<file path="src/hw/uec_pkg.sv">
/*
  Shared constants and types of the endpoint control and status block.
  Assumes a 16-bit endpoint register per endpoint, word-spaced.
*/
package uec_pkg;
  // Geometry
  localparam int          NUM_EP      = 8;     // Endpoint registers
  localparam int          IDX_W       = 3;     // Index width
  localparam int          EPN_W       = 4;     // Endpoint number width
  localparam int          ADDR_W      = 8;     // Register byte address
  localparam int          REG_W       = 16;    // Register width
  localparam logic [7:0]  EP_BASE     = 8'h00; // First register
  localparam logic [7:0]  EP_SPAN     = 8'h20; // Eight words
  localparam int          IDX_LO      = 2;     // Word index bit
  // Field positions
  localparam int RX_DONE_B = 15;
  localparam int RX_TOG_B  = 14;
  localparam int RX_HS_LO  = 12;
  localparam int SETUP_B   = 11;
  localparam int KIND_LO   = 9;
  localparam int EXT_B     = 8;
  localparam int TX_DONE_B = 7;
  localparam int TX_TOG_B  = 6;
  localparam int TX_HS_LO  = 4;
  localparam int EPN_LO    = 0;
  // Access classes
  localparam logic [15:0] W0C_MASK  = 16'h8080; // Write zero clears
  localparam logic [15:0] TOG_MASK  = 16'h7070; // Write one inverts
  localparam logic [15:0] RW_MASK   = 16'h070f; // Plain read/write
  localparam logic [15:0] EP_RESET  = 16'h0000; // Reset value
  localparam logic [31:0] RD_ZERO   = 32'h0000_0000;

  // Handshake state of a direction
  typedef enum logic [1:0] {
    HS_DISABLED = 2'b00,
    HS_STALL    = 2'b01,
    HS_NAK      = 2'b10,
    HS_VALID    = 2'b11
  } uec_hs_e;

  // Transfer kind
  typedef enum logic [1:0] {
    KIND_BULK = 2'b00,
    KIND_CTRL = 2'b01,
    KIND_ISO  = 2'b10,
    KIND_INTR = 2'b11
  } uec_kind_e;

  // Token kind from the serial engine
  typedef enum logic [1:0] {
    TOK_OUT   = 2'b00,
    TOK_IN    = 2'b01,
    TOK_SETUP = 2'b10
  } uec_tok_e;

  // Reply chosen for a token
  typedef enum logic [2:0] {
    REPLY_IGNORE = 3'b000,
    REPLY_STALL  = 3'b001,
    REPLY_NAK    = 3'b010,
    REPLY_ACCEPT = 3'b011,
    REPLY_SEND   = 3'b100
  } uec_reply_e;

  // Transaction tracker states
  typedef enum logic [1:0] {
    ST_IDLE = 2'b01,
    ST_BUSY = 2'b10
  } uec_state_e;

  // Token presented by the serial engine
  typedef struct packed {
    uec_tok_e          kind;
    logic [EPN_W-1:0]  ep;
    logic              setup_len_nz;
  } uec_token_s;

  // Answer to the serial engine
  typedef struct packed {
    uec_reply_e        reply;
    logic              toggle;
    logic              dbl_buf;
    logic              buf_sel;
    logic [IDX_W-1:0]  ep_idx;
  } uec_answer_s;

  // Hardware events applied to one endpoint register
  typedef struct packed {
    logic rx_done;
    logic setup;
    logic tx_done;
    logic rx_flip;
    logic tx_flip;
  } uec_evt_s;
endpackage : uec_pkg

</file>
<file path="src/hw/uec_top.sv">
/*
  Endpoint control and status logic of a full-speed device controller:
  eight endpoint registers, token routing, reply selection and the
  completion bookkeeping that follows a transaction.
  Assumes the serial engine presents a token as a one-cycle pulse that
  already passed device address filtering, and later reports the end of
  any accepted transaction with one pulse. Word register access.
*/
// Notes on behaviour
// - Successful OUT/SETUP sets receive done flag
// - Receive done: write zero clears, one keeps
// - Receive toggle tracks expected DATA0/DATA1
// - Receive state: ignore, stall, NAK, accept
// - Setup indicator tells OUT from SETUP
// - Transfer kind decode; extend for bulk/control
// - Bulk with extend runs double-buffered
// - Control extend: nonzero SETUP length stalls
// - Successful IN sets transmit done flag
// - Transmit done: write zero clears, one keeps
// - Transmit toggle selects DATA0/DATA1 for IN
// - Transmit state: ignore, stall, NAK, send
// - Double OUT: transmit toggle selects buffer
// - Double IN: receive toggle selects buffer
`timescale 1ns/1ps
`default_nettype none
module uec_top #(
  parameter int NUM_EP = uec_pkg::NUM_EP
) (
  input  wire logic                        clk_sys,
  input  wire logic                        resetn,
  // Register access
  input  wire logic                        reg_wr,
  input  wire logic                        reg_rd,
  input  wire logic [uec_pkg::ADDR_W-1:0]  reg_addr,
  input  wire logic [31:0]                 reg_wdata,
  output logic [31:0]                      reg_rdata,
  output logic                             reg_rvalid,
  // Serial engine side
  input  wire logic                        tok_valid,
  input  wire uec_pkg::uec_token_s         tok,
  input  wire logic                        xact_done,
  input  wire logic                        xact_ok,
  output logic                             ans_valid,
  output uec_pkg::uec_answer_s             ans,
  output logic                             busy
);
  // Endpoint register values and per-endpoint controls
  logic [uec_pkg::REG_W-1:0]         ep_val [NUM_EP];
  logic [NUM_EP*uec_pkg::EPN_W-1:0]  ep_nums;   // Number fields, packed
  logic [NUM_EP-1:0]                 ep_wr;     // Write strobes
  uec_pkg::uec_evt_s                 ep_evt [NUM_EP];

  // Register decode
  logic                              addr_hit;  // Mapped word address
  logic [uec_pkg::IDX_W-1:0]         addr_idx;  // Addressed endpoint
  logic [31:0]                       rdata_r;   // Read data
  logic                              rvalid_r;  // Read answer pulse

  // Token routing and reply selection
  logic                              m_hit;     // Some register matches
  logic [uec_pkg::IDX_W-1:0]         m_idx;     // Matching register
  logic [uec_pkg::REG_W-1:0]         sel;       // Matching register value
  uec_pkg::uec_hs_e                  hs_w;      // Relevant handshake state
  uec_pkg::uec_kind_e                kind_w;    // Transfer kind
  logic                              ext_w;     // Extend function bit
  logic                              dbl_w;     // Double-buffered endpoint
  uec_pkg::uec_answer_s              ans_w;     // Answer being formed
  logic                              take_w;    // Token starts a transaction

  // Transaction tracking
  uec_pkg::uec_state_e               state_r;
  uec_pkg::uec_state_e               state_nxt;
  uec_pkg::uec_answer_s              ans_r;     // Answer held for engine
  logic                              ans_valid_r;
  uec_pkg::uec_tok_e                 cur_kind_r; // Token kind in flight
  logic                              cur_iso_r; // Isochronous in flight

  // Address decode: aligned words inside the endpoint span
  always_comb begin
    addr_hit = (reg_addr[uec_pkg::IDX_LO-1:0] == '0) &&
               (reg_addr >= uec_pkg::EP_BASE) &&
               (reg_addr < (uec_pkg::EP_BASE + uec_pkg::EP_SPAN));
    addr_idx = reg_addr[uec_pkg::IDX_LO +: uec_pkg::IDX_W];
  end

  // Endpoint registers, one per endpoint
  genvar g;
  generate
    for (g = 0; g < NUM_EP; g++) begin : g_ep
      // Write strobe for this register
      assign ep_wr[g] = reg_wr && addr_hit &&
                        (addr_idx == uec_pkg::IDX_W'(g));
      // Number field feeds the matcher
      assign ep_nums[g*uec_pkg::EPN_W +: uec_pkg::EPN_W] =
        ep_val[g][uec_pkg::EPN_LO +: uec_pkg::EPN_W];
      // Completion events for the endpoint in flight
      always_comb begin
        ep_evt[g] = '0;
        if ((state_r == uec_pkg::ST_BUSY) && xact_done && xact_ok &&
            (ans_r.ep_idx == uec_pkg::IDX_W'(g))) begin
          if (cur_kind_r == uec_pkg::TOK_IN) begin
            ep_evt[g].tx_done = 1'b1;
            ep_evt[g].tx_flip = !cur_iso_r;
          end else begin
            ep_evt[g].rx_done = 1'b1;
            ep_evt[g].setup   = (cur_kind_r == uec_pkg::TOK_SETUP);
            ep_evt[g].rx_flip = !cur_iso_r;
          end
        end
      end
      uec_ep_reg u_reg (
        .clk_sys (clk_sys),
        .resetn  (resetn),
        .wr_en   (ep_wr[g]),
        .wdata   (reg_wdata[uec_pkg::REG_W-1:0]),
        .evt     (ep_evt[g]),
        .value   (ep_val[g])
      );
    end
  endgenerate

  // Read path: one cycle behind the strobe, unmapped reads as zero
  always_ff @(posedge clk_sys) begin
    if (!resetn) begin
      rdata_r  <= uec_pkg::RD_ZERO;
      rvalid_r <= 1'b0;
    end else begin
      rvalid_r <= reg_rd;
      if (reg_rd) begin
        if (addr_hit) begin
          rdata_r <= {16'h0000, ep_val[addr_idx]};
        end else begin
          rdata_r <= uec_pkg::RD_ZERO;
        end
      end
    end
  end

  // Find the register whose number field equals the token's
  uec_ep_match #(
    .NUM (NUM_EP)
  ) u_match (
    .ep_nums (ep_nums),
    .tok_ep  (tok.ep),
    .hit     (m_hit),
    .idx     (m_idx)
  );

  // Reply for the routed token
  always_comb begin
    sel    = ep_val[m_idx];
    kind_w = uec_pkg::uec_kind_e'(sel[uec_pkg::KIND_LO +: 2]);
    ext_w  = sel[uec_pkg::EXT_B];
    // Extend only means double buffering on bulk endpoints
    dbl_w  = (kind_w == uec_pkg::KIND_BULK) && ext_w;
    if (tok.kind == uec_pkg::TOK_IN) begin
      hs_w = uec_pkg::uec_hs_e'(sel[uec_pkg::TX_HS_LO +: 2]);
    end else begin
      hs_w = uec_pkg::uec_hs_e'(sel[uec_pkg::RX_HS_LO +: 2]);
    end
    ans_w        = '0;
    ans_w.ep_idx = m_idx;
    ans_w.dbl_buf = dbl_w;
    // Handshake state picks the reply
    case (hs_w)
      uec_pkg::HS_DISABLED: ans_w.reply = uec_pkg::REPLY_IGNORE;
      uec_pkg::HS_STALL:    ans_w.reply = uec_pkg::REPLY_STALL;
      uec_pkg::HS_NAK:      ans_w.reply = uec_pkg::REPLY_NAK;
      uec_pkg::HS_VALID: begin
        if (tok.kind == uec_pkg::TOK_IN) begin
          ans_w.reply = uec_pkg::REPLY_SEND;
        end else begin
          ans_w.reply = uec_pkg::REPLY_ACCEPT;
        end
      end
      default:              ans_w.reply = uec_pkg::REPLY_IGNORE;
    endcase
    // Control endpoint with extend refuses a SETUP carrying data
    if ((tok.kind == uec_pkg::TOK_SETUP) && (kind_w == uec_pkg::KIND_CTRL) &&
        ext_w && tok.setup_len_nz && (hs_w != uec_pkg::HS_DISABLED)) begin
      ans_w.reply = uec_pkg::REPLY_STALL;
    end
    // Data toggle and buffer selection per direction
    if (tok.kind == uec_pkg::TOK_IN) begin
      ans_w.toggle  = sel[uec_pkg::TX_TOG_B];
      ans_w.buf_sel = dbl_w && !sel[uec_pkg::RX_TOG_B];
    end else begin
      ans_w.toggle  = sel[uec_pkg::RX_TOG_B];
      ans_w.buf_sel = dbl_w && !sel[uec_pkg::TX_TOG_B];
    end
    // Unmatched endpoint number gets no reply at all
    if (!m_hit) begin
      ans_w.reply = uec_pkg::REPLY_IGNORE;
    end
  end

  // Only data-moving replies open a transaction
  assign take_w = tok_valid && (state_r == uec_pkg::ST_IDLE) &&
                  ((ans_w.reply == uec_pkg::REPLY_ACCEPT) ||
                   (ans_w.reply == uec_pkg::REPLY_SEND));

  // Tracker next state
  always_comb begin
    state_nxt = state_r;
    case (state_r)
      uec_pkg::ST_IDLE: begin
        if (take_w) begin
          state_nxt = uec_pkg::ST_BUSY;
        end
      end
      uec_pkg::ST_BUSY: begin
        if (xact_done) begin
          state_nxt = uec_pkg::ST_IDLE;
        end
      end
      default: state_nxt = uec_pkg::ST_IDLE;
    endcase
  end

  // Tracker state register
  always_ff @(posedge clk_sys) begin
    if (!resetn) begin
      state_r <= uec_pkg::ST_IDLE;
    end else begin
      state_r <= state_nxt;
    end
  end

  // Answer register: loaded for every token that arrives while idle
  always_ff @(posedge clk_sys) begin
    if (!resetn) begin
      ans_r       <= '0;
      ans_valid_r <= 1'b0;
    end else begin
      ans_valid_r <= tok_valid && (state_r == uec_pkg::ST_IDLE);
      if (tok_valid && (state_r == uec_pkg::ST_IDLE)) begin
        ans_r <= ans_w;
      end
    end
  end

  // Kind of the transaction in flight
  always_ff @(posedge clk_sys) begin
    if (!resetn) begin
      cur_kind_r <= uec_pkg::TOK_OUT;
      cur_iso_r  <= 1'b0;
    end else if (take_w) begin
      cur_kind_r <= tok.kind;
      cur_iso_r  <= (kind_w == uec_pkg::KIND_ISO);
    end
  end

  // Outputs
  assign reg_rdata  = rdata_r;
  assign reg_rvalid = rvalid_r;
  assign ans        = ans_r;
  assign ans_valid  = ans_valid_r;
  assign busy       = (state_r == uec_pkg::ST_BUSY);
endmodule : uec_top
`default_nettype wire

</file>
<file path="src/hw/uec_ep_match.sv">
/*
  Endpoint number matcher: finds the register holding a token's number.
  Assumes the token is already known to carry this device's address.
*/
`timescale 1ns/1ps
`default_nettype none
module uec_ep_match #(
  parameter int NUM = uec_pkg::NUM_EP
) (
  input  wire logic [NUM*uec_pkg::EPN_W-1:0] ep_nums,
  input  wire logic [uec_pkg::EPN_W-1:0]     tok_ep,
  output logic                               hit,
  output logic [uec_pkg::IDX_W-1:0]          idx
);
  logic [NUM-1:0] eq; // Per-register compare

  // One comparator per endpoint register
  genvar g;
  generate
    for (g = 0; g < NUM; g++) begin : g_cmp
      assign eq[g] = (ep_nums[g*uec_pkg::EPN_W +: uec_pkg::EPN_W] == tok_ep);
    end
  endgenerate

  // Lowest matching register wins
  always_comb begin
    hit = 1'b0;
    idx = '0;
    for (int i = NUM - 1; i >= 0; i--) begin
      if (eq[i]) begin
        hit = 1'b1;
        idx = uec_pkg::IDX_W'(i);
      end
    end
  end
endmodule : uec_ep_match
`default_nettype wire

</file>
<file path="src/hw/uec_ep_reg.sv">
/*
  One endpoint control and status register with its access classes.
  Assumes write strobes and hardware events are one-cycle pulses.
*/
`timescale 1ns/1ps
`default_nettype none
module uec_ep_reg (
  input  wire logic                     clk_sys,
  input  wire logic                     resetn,
  input  wire logic                     wr_en,
  input  wire logic [uec_pkg::REG_W-1:0] wdata,
  input  wire uec_pkg::uec_evt_s        evt,
  output logic [uec_pkg::REG_W-1:0]     value
);
  logic [uec_pkg::REG_W-1:0] val_r;   // Register contents
  logic [uec_pkg::REG_W-1:0] val_nxt; // Next contents
  logic [uec_pkg::REG_W-1:0] tog_w;   // Software inversions
  logic [uec_pkg::REG_W-1:0] keep_w;  // Software keep mask

  // Software part of the update
  always_comb begin
    tog_w  = wr_en ? (wdata & uec_pkg::TOG_MASK) : '0;
    keep_w = wr_en ? (wdata | ~uec_pkg::W0C_MASK) : '1;
    val_nxt = (val_r & keep_w) ^ tog_w;
    if (wr_en) begin
      // Plain fields take the written value
      val_nxt = (val_nxt & ~uec_pkg::RW_MASK) | (wdata & uec_pkg::RW_MASK);
    end
    // Hardware flips combine with software inversions
    val_nxt[uec_pkg::RX_TOG_B] = val_nxt[uec_pkg::RX_TOG_B] ^ evt.rx_flip;
    val_nxt[uec_pkg::TX_TOG_B] = val_nxt[uec_pkg::TX_TOG_B] ^ evt.tx_flip;
    // Completion sets win over a clear in the same cycle
    if (evt.rx_done) begin
      val_nxt[uec_pkg::RX_DONE_B] = 1'b1;
      val_nxt[uec_pkg::SETUP_B]   = evt.setup;
    end
    if (evt.tx_done) begin
      val_nxt[uec_pkg::TX_DONE_B] = 1'b1;
    end
  end

  // Register update
  always_ff @(posedge clk_sys) begin
    if (!resetn) begin
      val_r <= uec_pkg::EP_RESET;
    end else begin
      val_r <= val_nxt;
    end
  end

  assign value = val_r;
endmodule : uec_ep_reg
`default_nettype wire

</file>
<file path="config.mk">
export PLATFORM = sky130hd
export DESIGN_NAME = uec_top
export DESIGN_NICKNAME = d
export VERILOG_FILES = /design/src/hw/uec_pkg.sv /design/src/hw/uec_top.sv /design/src/hw/uec_ep_match.sv /design/src/hw/uec_ep_reg.sv
export SDC_FILE = /design/constraint.sdc
export NUM_CORES = 1
export LEC_CHECK = 0
export BUFFER_PORTS_ARGS = -buffer_cell sky130_fd_sc_hd__buf_4
export CORE_ASPECT_RATIO = 0.6
export CORE_UTILIZATION = 40
export CTS_CLUSTER_SIZE = 8
export DETAILED_ROUTE_END_ITERATION = 10
export PLACE_DENSITY = 0.56
export SLEW_MARGIN = 20
export SYNTH_ARGS = -nofsm -noshare
export SYNTH_HDL_FRONTEND = slang
export SYNTH_SLANG_ARGS = --single-unit
</file>
<file path="constraint.sdc">
create_clock -name clk_sys -period 5 [get_ports clk_sys]
set_clock_uncertainty 0.1 [all_clocks]
set_input_delay 0.25 -clock clk_sys [delete_from_list [all_inputs] [get_ports clk_sys]]
set_output_delay 0.25 -clock clk_sys [all_outputs]
set_load 0.05 [all_outputs]
</file>
==> reports/summary.txt <==
area grow syn2layout -> 14.0%
TNS Setup -> 0 ps
Vias -> 7098
grt ovf -> 0
WHS -> 20.5 ps
number of flops mapped to enable cells by yosys -> 0
wire per inst -> 19.5 um
maximum vdd drop -> 0.245 mV
grt met3 use -> 6.65%
max_cap viols -> 0
Main synth FF type -> dfxtp_1
GPL Wtd Cong -> 0.836
Critical Path Fanout Max -> 10
# setup viols final -> 0
ratio of cells with drive above 1 in the final layout -> 16.7%
Async SR Flop Fraction -> 0%
min cycle time layout -> 4080 ps
ANT nets after route -> 0
Leak -> 3.34 nW
largest net degree at the start of global routing -> 105
Hold-fix buffers, CTS -> 11
leading cell type in the layout, fill and taps excluded -> nand2_1
antenna violations before repair -> 0
Multi-input gate area -> 4890 um^2
worst path arrival time -> 4310 ps
register area share after synthesis -> 37.9%
Clock Latency Late Sink -> 450 ps
# H-tree levels -> 4
power density over cell area -> 287 nW/um^2
CTS Buffer Depth -> 2
initial core utilization -> 41.5%
DP Wirelength -> 17200 um
DR iter-0 viols -> 733
Clock transition at path regs -> 70 ps
PortBufs -> 64
CTS Buf Count -> 17
#FFs+latches synth -> 160
Slew HR -> 26.2%
final wirelength -> 25300 um
vias in the first global route -> 6428
first-pass GRT wire length -> 38500 um
Max Slew Vio Count -> 0
Syn Area/Cell -> 8.60 um^2
GR met1 Demand/Resource -> 37.7%
Netlist Area Pre-Place -> 8460 um^2
IO Count -> 98
RSZ-0062 raised after global routing -> no
Final period util -> 81.6%
vias per std cell -> 5.46
GRT busiest layer -> met1
met2 GRT Util -> 30.9%
chip width -> 190 um
Storage cell area -> 3200 um^2
# diodes -> 0
Required @ worst endpoint -> 5230 ps
Worst Setup Start Kind -> register
DRC -> 0
Power, Total -> 2.77 mW
total track usage -> 24.0%
core region area -> 20400 um^2
status -> complete, no violations
DRT Pass-1 Iters -> 5
commonest non-fill, non-tap cells in the layout -> 222 x nand2_1, 160 x dfxtp_1, 102 x nor2_1, 102 x a21oi_1, 71 x buf_4
HP Class -> primary input to register
# nets final -> 1068
Max Freq -> 245 MHz
Worst Tran Pin Value -> 1110 ps
row cnt -> 40
CTS tree -> yes
crit end category -> register
Die H -> 115 um
final worst slack -> 920 ps
Fillers -> 1983
# Post-CTS Setup Buffers -> 0
count of cell types in the netlist -> 63
Gates resized, CTS repair -> 0
Yosys warning count -> 0
Die ar. -> 21800 um^2
Clock Sinks -> 160
worst slack at placement -> 1190 ps
Worst Setup Path Type -> register to register
root buf cell -> clkbuf_16
cells after synthesis -> 984
final hold viol count -> 0
## synth_stat cells, types with 2 or more instances
cell type,n,area [um^2]
nand2_1,222,833
dfxtp_1,160,3200
nor2_1,107,402
a21oi_1,102,510
mux2i_1,49,490
clkbuf_1,48,180
xor2_1,46,403
xnor2_1,44,385
mux4_2,35,788
buf_4,17,128
o21ai_0,16,80.1
nor2b_1,10,62.6
nor3_1,10,50.1
clkbuf_2,9,45.0
nand3_1,9,45.0
a22oi_1,8,60.1
and3_1,6,37.5
mux2_2,6,67.6
nand2b_1,6,37.5
nand4_1,6,37.5
buf_6,5,56.3
a2bb2oi_1,4,35.0
buf_1,4,15.0
a21oi_2,3,26.3
and4_1,3,26.3
o211ai_1,3,22.5
o21ai_1,3,15.0
or3_1,3,18.8
and2_1,2,12.5
buf_2,2,10.0
inv_1,2,7.51
nor3b_1,2,15.0
nor4_2,2,25.0
## final cells by class
class	instances	area share, %
multi-input combinational	750	50.7
tap	273	3.54
sequential	160	33.2
inverter	3	0.143
clock inverter	15	1.28
timing repair buffer	82	6.67
clock buffer	17	4.41
## per-stage QoR
stage | util (%) | cells | instance area [um^2]
4_1_cts | 47.4 | 1300 | 9650
5_1_grt | 47.4 | 1300 | 9650
2_1_floorplan | - | 999 | 8520
3_5_place_dp | 44.1 | 1257 | 8990
6_report | 47.4 | 1300 | 9650
3_3_place_gp | 44.1 | 1257 | 8990
## routing by layer
metal	wire length [um]	vias to the layer above
met5	0	-
met4	324	0
li1	-	3368
met1	13300	3419
met3	2180	27
met2	9570	284
## kinds of logic after synthesis
| logic type | after synthesis | synth area share [%] |
|---|---|---|
| muxes | 92 | 16.4 |
| buffers and inverters | 89 | 5.35 |
| AOI/OAI and AO/OA | 153 | 10.5 |
| DFF | 160 | 37.9 |
| and+or+nand+nor | 398 | 20.4 |
| other | 1 | 0.0443 |
| xor gates and xnor gates | 91 | 9.51 |
## flip-flops by register name, summed over array words and instances, names as in the netlist
register / count
cur_iso_r: 1
cur_kind_r: 2
state_r: 2
reg_rdata: 16
ans_valid: 1
ans: 9
g_ep.u_reg.value: 128
reg_rvalid: 1
## critical path: stages, from the launching register on
cell	delay (ps)
dfxtp_1	370
xor2_1	290
nor4_2	110
nor2b_1	300
nor3b_4	680
mux4_1	650
mux2i_1	240
a21oi_2	80
nor4b_4	150
o21ai_2	330
o21ai_1	110
dlygate4sd3_1	550
## path summary, 6_finish.rpt
path | endpoint | cells past startpoint | from | slack (ps)
setup / recovery | state_r[0] | 11 | g_ep[2].u_reg.value[1] | 920
hold / removal | state_r[1] | 2 | resetn | 20
setup reg to reg | state_r[0] | 11 | g_ep[2].u_reg.value[1] | 920
hold reg to reg | ans[8] | 2 | ans[8] | 360
## report_power, final
group	internal (mW)	switching [mW]
registers	1.28	0.00326
logic	0.0756	0.162
clock network	0.647	0.603
total	2.00	0.768
Power figures use the tool's default switching activity.
